**src/hdl/dets_pkg.sv**
```systemverilog
package dets_pkg;

  // variant selection: small image holds 5 entries, large image 15
  localparam logic [0:0] VARIANT_SMALL = 1'h0;
  localparam logic [0:0] VARIANT_LARGE = 1'h1;
  localparam int unsigned DEPTH_SMALL = 5;
  localparam int unsigned DEPTH_LARGE = 15;
  localparam int unsigned ENTRY_BYTES = 4;
  localparam int unsigned IMAGE_BYTES_MAX = DEPTH_LARGE * ENTRY_BYTES;

  // fixed image length readings
  localparam logic [7:0] IN_LEN_SMALL = 8'h14;
  localparam logic [7:0] IN_LEN_LARGE = 8'h3C;
  localparam logic [7:0] OUT_LEN = 8'h00;

  // parameter byte indices on the parameter port
  localparam logic [2:0] IDX_IN_LEN = 3'h0;
  localparam logic [2:0] IDX_OUT_LEN = 3'h1;
  localparam logic [2:0] IDX_DLY0 = 3'h2;
  localparam logic [2:0] IDX_DLY1 = 3'h3;
  localparam logic [2:0] IDX_RISE = 3'h4;
  localparam logic [2:0] IDX_FALL = 3'h5;

  // reset values
  localparam logic [7:0] DLY_RESET = 8'h02;
  localparam logic [7:0] EDGE_RESET = 8'h00;

  // filter delay codes
  localparam logic [7:0] DLY_CODE_1US = 8'h00;
  localparam logic [7:0] DLY_CODE_3US = 8'h02;
  localparam logic [7:0] DLY_CODE_10US = 8'h04;
  localparam logic [7:0] DLY_CODE_86US = 8'h07;
  localparam logic [7:0] DLY_CODE_342US = 8'h09;
  localparam logic [7:0] DLY_CODE_2731US = 8'h0C;

  // timing: microseconds per code and clock rate
  localparam int unsigned CLK_HZ = 20_000_000;
  localparam int unsigned US_PER_S = 1_000_000;
  localparam int unsigned CYC_PER_US = CLK_HZ / US_PER_S;
  localparam int unsigned DLY_1US = 1;
  localparam int unsigned DLY_3US = 3;
  localparam int unsigned DLY_10US = 10;
  localparam int unsigned DLY_86US = 86;
  localparam int unsigned DLY_342US = 342;
  localparam int unsigned DLY_2731US = 2731;
  localparam int unsigned US_CNT_W = 12;

  // entry layout: tick in bits 29:0, first input bit 30, second input bit 31
  localparam int unsigned TICK_W = 30;
  localparam int unsigned POS_IN0 = 30;
  localparam int unsigned POS_IN1 = 31;

  typedef struct packed {
    logic in1;
    logic in0;
    logic [TICK_W-1:0] tick;
  } dets_entry_s;

  typedef struct packed {
    logic wr;
    logic [2:0] idx;
    logic [7:0] data;
  } dets_par_req_s;

endpackage : dets_pkg

```
**src/hdl/dets_core.sv**
```systemverilog
`timescale 1ns/1ps
// How it works
// - the small variant reports a 20-byte image and keeps at most five entries.
// - the large variant reports a 60-byte image and keeps at most fifteen entries.
// - the input image length reads 14h or 3Ch according to the variant and cannot be written.
// - the output image length always reads zero.
// - each channel filters its input with a delay chosen by code, default 02h, codes other than 00h, 02h, 04h, 07h, 09h and 0Ch not allowed.
// - an enabled edge stores the microsecond tick and both input states as one entry.
// - rising capture enable byte has bit 0 for the first input and bit 1 for the second.
// - rising and falling enables are separate bytes that reset to zero.
// - every new entry lands at image offset zero.
// - inserting an entry moves older ones four bytes up.
// - both channels share one buffer in arrival order.
// - when full, a new capture drops the oldest entry.
module dets_core
  import dets_pkg::*;
(
  input wire logic i_clk_sys,
  input wire logic i_reset,
  input wire logic i_variant,
  input wire logic i_first_input,
  input wire logic i_second_input,
  input wire logic [31:0] i_us_tick,
  input wire dets_par_req_s i_par_req,
  input wire logic [5:0] i_image_addr,
  output logic [7:0] o_par_rdata,
  output logic [7:0] o_image_rdata,
  output logic [3:0] o_entry_count,
  output logic [1:0] o_filtered,
  output logic o_capture_pulse,
  output logic o_bad_code
);

  // microseconds for a delay code, zero marks a forbidden code
  function automatic logic [US_CNT_W-1:0] dly_us(input logic [7:0] code);
    unique case (code)
      DLY_CODE_1US: dly_us = US_CNT_W'(DLY_1US);
      DLY_CODE_3US: dly_us = US_CNT_W'(DLY_3US);
      DLY_CODE_10US: dly_us = US_CNT_W'(DLY_10US);
      DLY_CODE_86US: dly_us = US_CNT_W'(DLY_86US);
      DLY_CODE_342US: dly_us = US_CNT_W'(DLY_342US);
      DLY_CODE_2731US: dly_us = US_CNT_W'(DLY_2731US);
      default: dly_us = '0;
    endcase
  endfunction : dly_us

  logic [7:0] dly0_ff;
  logic [7:0] dly1_ff;
  logic [7:0] rise_en_ff;
  logic [7:0] fall_en_ff;
  logic variant_ff;
  logic [1:0] sync1_ff;
  logic [1:0] sync2_ff;
  logic [1:0] filt_ff;
  logic [US_CNT_W-1:0] stab_cnt_ff [2];
  logic [4:0] us_div_ff;
  logic us_stb;
  dets_entry_s image_ff [DEPTH_LARGE];
  logic [3:0] count_ff;
  logic [3:0] depth;
  logic [1:0] nxt_filt;
  logic [1:0] rise_hit;
  logic [1:0] fall_hit;
  logic capture;

  // variant is a strap, caught on clock edges after reset release
  always_ff @(posedge i_clk_sys or posedge i_reset) begin
    if (i_reset) begin
      variant_ff <= VARIANT_SMALL;
    end else begin
      variant_ff <= i_variant;
    end
  end

  assign depth = (variant_ff == VARIANT_LARGE) ? 4'(DEPTH_LARGE) : 4'(DEPTH_SMALL);

  // parameter writes; the length bytes are read-only
  always_ff @(posedge i_clk_sys or posedge i_reset) begin
    if (i_reset) begin
      dly0_ff <= DLY_RESET;
      dly1_ff <= DLY_RESET;
      rise_en_ff <= EDGE_RESET;
      fall_en_ff <= EDGE_RESET;
    end else if (i_par_req.wr) begin
      unique case (i_par_req.idx)
        IDX_DLY0: dly0_ff <= i_par_req.data;
        IDX_DLY1: dly1_ff <= i_par_req.data;
        IDX_RISE: rise_en_ff <= {6'h00, i_par_req.data[1:0]}; // reserved bits stay zero
        IDX_FALL: fall_en_ff <= {6'h00, i_par_req.data[1:0]};
        default: ;
      endcase
    end
  end

  // parameter read mux
  always_ff @(posedge i_clk_sys or posedge i_reset) begin
    if (i_reset) begin
      o_par_rdata <= 8'h00;
    end else begin
      unique case (i_par_req.idx)
        IDX_IN_LEN: o_par_rdata <= (variant_ff == VARIANT_LARGE) ? IN_LEN_LARGE : IN_LEN_SMALL;
        IDX_OUT_LEN: o_par_rdata <= OUT_LEN;
        IDX_DLY0: o_par_rdata <= dly0_ff;
        IDX_DLY1: o_par_rdata <= dly1_ff;
        IDX_RISE: o_par_rdata <= rise_en_ff;
        IDX_FALL: o_par_rdata <= fall_en_ff;
        default: o_par_rdata <= 8'h00;
      endcase
    end
  end

  // forbidden delay code flag; filter then falls back to the shortest delay
  always_ff @(posedge i_clk_sys or posedge i_reset) begin
    if (i_reset) begin
      o_bad_code <= 1'b0;
    end else begin
      o_bad_code <= (dly_us(dly0_ff) == '0) || (dly_us(dly1_ff) == '0);
    end
  end

  // pins pass two flops before use
  always_ff @(posedge i_clk_sys or posedge i_reset) begin
    if (i_reset) begin
      sync1_ff <= 2'h0;
      sync2_ff <= 2'h0;
    end else begin
      sync1_ff <= {i_second_input, i_first_input};
      sync2_ff <= sync1_ff;
    end
  end

  // one-microsecond enable from the system clock
  always_ff @(posedge i_clk_sys or posedge i_reset) begin
    if (i_reset) begin
      us_div_ff <= 5'h00;
    end else if (us_stb) begin
      us_div_ff <= 5'h00;
    end else begin
      us_div_ff <= us_div_ff + 5'h01;
    end
  end

  assign us_stb = (us_div_ff == 5'(CYC_PER_US - 1));

  // stability filter: level must differ on as many microsecond strobes as the delay before it is taken
  always_ff @(posedge i_clk_sys or posedge i_reset) begin
    if (i_reset) begin
      stab_cnt_ff[0] <= '0;
      stab_cnt_ff[1] <= '0;
      filt_ff <= 2'h0;
    end else begin
      for (int ch = 0; ch < 2; ch++) begin
        if (sync2_ff[ch] == filt_ff[ch]) begin
          stab_cnt_ff[ch] <= '0;
        end else if (us_stb) begin
          if (stab_cnt_ff[ch] + US_CNT_W'(1) >= ((ch == 0) ? dly_us(dly0_ff) : dly_us(dly1_ff))) begin
            stab_cnt_ff[ch] <= '0;
            filt_ff[ch] <= sync2_ff[ch];
          end else begin
            stab_cnt_ff[ch] <= stab_cnt_ff[ch] + US_CNT_W'(1);
          end
        end
      end
    end
  end

  // next filtered level, used for edge detection in the same cycle
  always_comb begin
    nxt_filt = filt_ff;
    for (int ch = 0; ch < 2; ch++) begin
      if (sync2_ff[ch] != filt_ff[ch] && us_stb &&
          stab_cnt_ff[ch] + US_CNT_W'(1) >= ((ch == 0) ? dly_us(dly0_ff) : dly_us(dly1_ff))) begin
        nxt_filt[ch] = sync2_ff[ch];
      end
    end
  end

  // edges on filtered levels, gated per channel by the enable bytes
  assign rise_hit = nxt_filt & ~filt_ff & rise_en_ff[1:0];
  assign fall_hit = ~nxt_filt & filt_ff & fall_en_ff[1:0];
  // simultaneous edges on both channels make one entry showing both states
  assign capture = |(rise_hit | fall_hit);

  // shift image: newest at slot 0, oldest falls off past the variant depth
  always_ff @(posedge i_clk_sys or posedge i_reset) begin
    if (i_reset) begin
      for (int i = 0; i < DEPTH_LARGE; i++) begin
        image_ff[i] <= '0;
      end
    end else if (capture) begin
      image_ff[0].tick <= i_us_tick[TICK_W-1:0];
      image_ff[0].in0 <= nxt_filt[0];
      image_ff[0].in1 <= nxt_filt[1];
      for (int i = 1; i < DEPTH_LARGE; i++) begin
        // slots at or beyond the variant depth are cleared so nothing stale can be read
        image_ff[i] <= (4'(i) < depth) ? image_ff[i-1] : '0;
      end
    end
  end

  // entry count saturates at the variant depth
  always_ff @(posedge i_clk_sys or posedge i_reset) begin
    if (i_reset) begin
      count_ff <= 4'h0;
    end else if (capture && count_ff < depth) begin
      count_ff <= count_ff + 4'h1;
    end
  end

  // byte read of the image, little-endian within each entry
  always_ff @(posedge i_clk_sys or posedge i_reset) begin
    if (i_reset) begin
      o_image_rdata <= 8'h00;
    end else if ({2'h0, i_image_addr} < ({4'h0, depth} << 2)) begin
      o_image_rdata <= image_ff[i_image_addr[5:2]][i_image_addr[1:0]*8 +: 8];
    end else begin
      o_image_rdata <= 8'h00;
    end
  end

  // status outputs
  always_ff @(posedge i_clk_sys or posedge i_reset) begin
    if (i_reset) begin
      o_capture_pulse <= 1'b0;
    end else begin
      o_capture_pulse <= capture;
    end
  end

  assign o_entry_count = count_ff;
  assign o_filtered = filt_ff;

endmodule : dets_core

```
**config.mk**
```make
export PLATFORM = sky130hd
export DESIGN_NAME = dets_core
export DESIGN_NICKNAME = d
export VERILOG_FILES = /design/src/hdl/dets_pkg.sv /design/src/hdl/dets_core.sv
export SDC_FILE = /design/constraint.sdc
export NUM_CORES = 1
export LEC_CHECK = 0
export CAP_MARGIN = 30
export CORE_ASPECT_RATIO = 1.25
export CORE_MARGIN = 2
export CORE_UTILIZATION = 32
export CTS_CLUSTER_SIZE = 28
export DETAILED_ROUTE_END_ITERATION = 8
export DONT_BUFFER_PORTS = 1
export GPL_TIMING_DRIVEN = 0
export PLACE_DENSITY = 0.57
export SLEW_MARGIN = 5
export SYNTH_ARGS = -nofsm -noshare
export SYNTH_HDL_FRONTEND = slang
export SYNTH_SLANG_ARGS = --single-unit
export TNS_END_PERCENT = 1
```
**constraint.sdc**
```tcl
create_clock -name i_clk_sys -period 26.6 [get_ports i_clk_sys]
set_input_delay 5.32 -clock i_clk_sys [delete_from_list [all_inputs] [get_ports i_clk_sys]]
set_output_delay 5.32 -clock i_clk_sys [all_outputs]
set_load 0.1 [all_outputs]
```
==> results.tsv <==
metric	value	unit
RSZ-0062 raised after global routing	false	
Post-Syn Area per Cell	11.83	sq um
endpoints failing hold	0	
first drt pass iteration count	5	
DR DRC count	0	
Final GP Congestion	0.8714	
gr ovfl total	0	
clock power share	45.1	%
CP Capture Type	flip-flop	
vias in the first global route	19210	
PostCTS Resize Cnt	0	
CTS tree	done	
starting density of the core	32.40	%
Multi-input gate area	12200	sq um
Unique masters post-synth	56	
Sw Pwr	0.4980	mW
Max IR drop VDD	0.00005731	V
Post-synth ARST share	100.0	%
nets	2548	
layout overhead on the synthesized area	13.23	%
Core Area	87360	sq um
Rows	121	
largest net degree at the start of global routing	122	
post-CTS setup buffer count	0	
Flop pwr share	48.0	%
hpwl dp	56010	um
Final Skew	0.01857	ns
status	completed	
kind of critical path	in2reg	
hold crit path type	reg2reg	
Critical Path AT	8.28	ns
Non-Filler Instances	3679	
Sequential cell area	13970	sq um
CTS Hold Bufs	0	
vias per cell	4.903	
Worst slew margin	31.80	%
first-pass GRT wire length	116600	um
number of synthesized flops with an enable pin	0	
top_reg_cell synth	dfrtp_1	
IO buf count	0	
CTS buffer count	56	
clock latency on the worst-skew pair	0.63	ns
crit start category	primary input	
maximum clock frequency	128.1	MHz
CP required	27.07	ns
Crit-path slowest cell	buf_1	
share of the yosys chip area belonging to registers	49.34	%
htree depth	2	
ratio of cells with drive above 1 in the final layout	13.30	%
root buf cell	clkbuf_16	
largest cells by area after synthesis	dfrtp_1 49%, mux2i_1 13%, mux4_2 10%	
max-cap violations	0	
Final Critical Period	7.807	ns
routed vias	18040	
# IOs	79	
Syn Inst Count	2393	
Period Utilization, post-route	29.35	%
die area	90870	sq um
synth warn	0	
static leakage	13.27	nW
Logic pwr share	6.9	%
Die Wd	270.0	um
Max Slew Vio Count	0	
most frequent cell after synthesis	dfrtp_1	
Routed WL	75020	um
CP peak stage delay	0.67	ns
clk slew on worst S/H paths	0.06	ns
Syn Std Cell Area	28310	sq um
most frequent CP cell	clkbuf_1	
CTS sink cnt	558	
Antenna Nets Post-Route	0	
Total GRT Usage	16.55	%
Slew @ Worst Pin	1.023	ns
Final setup viols	0	
#FFs+latches synth	558	
Fill cells	8493	
initial antenna violation count	1	
Placed Cells	3572	
Power Dens Cells	60.87	nW/um^2
crit-path cells	clkbuf_1, clkbuf_1, buf_8, buf_1, mux4_2, mux2i_1, o22ai_1	
syn nets	2478	
Crit Path Max Fanout	10	
fin util	36.69	%
Clock Tree Buf Depth	3	
Die H	336.5	um
Inserted Diodes	0	
cell-internal power	1.453	mW
Synth area leader	dfrtp_1	
sw frac	25.52	%
Yosys top cell area share	49.15	%
DR WL/cell	20.39	um
1st-iter DRT viols	1128	
top cells by count, synth	556 x dfrtp_1, 377 x mux2i_1, 376 x nand2_1	
Pwr Total	1.951	mW
==> cell type report <==
type | count | share of cell area [%]
Sequential cell | 558 | 43.57
Multi-Input combinational cell | 1352 | 38.06
Clock buffer | 75 | 4.938
Tap cell | 1168 | 4.559
Inverter | 335 | 3.946
Buffer | 148 | 2.760
Clock inverter | 31 | 1.421
Timing Repair Buffer | 12 | 0.7456
==> cells in the final DEF, fill, tap and decap left out, types with 8 or more instances in the layout <==
master	n
bufinv_16	10
buf_6	41
o21ai_0	39
ha_1	30
clkbuf_8	11
nor2_1	20
o22ai_1	11
xnor2_1	18
mux2_2	24
a21oi_1	16
nand2_1	376
buf_1	8
inv_1	334
nand2b_1	12
mux2_1	159
buf_2	23
clkbuf_1	85
nand3_1	18
mux2i_1	377
dfrtp_1	556
a31oi_1	13
mux4_2	128
clkinv_2	12
a22o_1	16
clkbuf_16	56
==> per-stage QoR <==
| step | hold WS, ns | area, sq um | setup TNS, ns | worst slack (ns) |
|---|---|---|---|---|
| 6_report | 0.3580 | 32050 | 0 | 18.79 |
| 5_1_grt | 0.3787 | 32050 | 0 | 18.75 |
| 4_1_cts | 0.3610 | 32040 | 0 | 18.87 |
| 3_5_place_dp | 0.3396 | 30000 | 0 | 18.21 |
| 3_3_place_gp | 0.3390 | 29770 | -78.47 | -0.2641 |
| 2_1_floorplan | 0.3312 | 28310 | 0 | 5.679 |
==> flip-flops by register name, indices dropped and copies added, names as in the netlist <==
| name | flops |
|---|---|
| image_ff | 480 |
| stab_cnt_ff | 24 |
| dly0_ff | 8 |
| dly1_ff | 8 |
| o_image_rdata | 8 |
| o_par_rdata | 8 |
| us_div_ff | 5 |
| o_entry_count | 4 |
| fall_en_ff | 2 |
| o_filtered | 2 |
| rise_en_ff | 2 |
| sync1_ff | 2 |
| sync2_ff | 2 |
| o_bad_code | 1 |
| o_capture_pulse | 1 |
| variant_ff | 1 |
==> final timing paths <==
path                                        start                          to  slack [ns]  depth (start not counted)
min reg2reg                 sync1_ff[0]$_DFF_PP0_       sync2_ff[0]$_DFF_PP0_        0.36                          0
max in group asynchronous                 i_reset   image_ff[149]$_DFFE_PP0P_       20.08                          4
max                               i_image_addr[4]  o_image_rdata[2]$_DFF_PP0_       18.79                          7
max reg2reg                dly0_ff[5]$_DFFE_PP0P_   image_ff[288]$_DFFE_PP0P_       21.98                         13
min in group asynchronous                 i_reset       sync1_ff[0]$_DFF_PP0_        4.59                          1
min                         sync1_ff[0]$_DFF_PP0_       sync2_ff[0]$_DFF_PP0_        0.36                          0
==> cell families (layout without fill, tap and decap cells) <==
logic type | count (synthesis) | in the layout | synth area share [%]
compound gates | 134 | 134 | 3.152
simple gates | 476 | 476 | 7.081
mux | 688 | 688 | 30.79
fa+ha+maj | 30 | 30 | 1.326
buf+inv | 483 | 601 | 7.567
flops | 558 | 558 | 49.34
xor+xnor | 24 | 24 | 0.7426
==> layer usage <==
| metal | part of all wire [%] | track usage [%] | routed length [um] | vias to the layer above |
|---|---|---|---|---|
| li1 | - | - | - | 8268 |
| met1 | 41 | 19.95 | 31070 | 9277 |
| met2 | 52 | 30.26 | 38920 | 363 |
| met3 | 3.3 | 2.037 | 2486 | 131 |
| met4 | 3.4 | 5.993 | 2538 | 0 |
| met5 | 0 | 0 | 0 | - |
==> worst max-delay path, delay by kind of cell <==
family                 cells  cell delay (ns)
AO/OA/AOI/OAI              1             0.22
buffers and inverters      4             1.65
multiplexers               2             1.06
==> power groups by stage <==
stage / Combinational, mW / Clock [mW] / Sequential (mW)
detailed placement: 0.137 / 0 / 0.953
finish: 0.135 / 0.879 / 0.937
CTS: 0.138 / 0.897 / 0.937
global placement: 0.130 / 0 / 0.953
floorplan: 0.0972 / 0 / 0.937
global route: 0.148 / 0.930 / 0.940
Note: power is estimated with default switching activity, not from simulation.
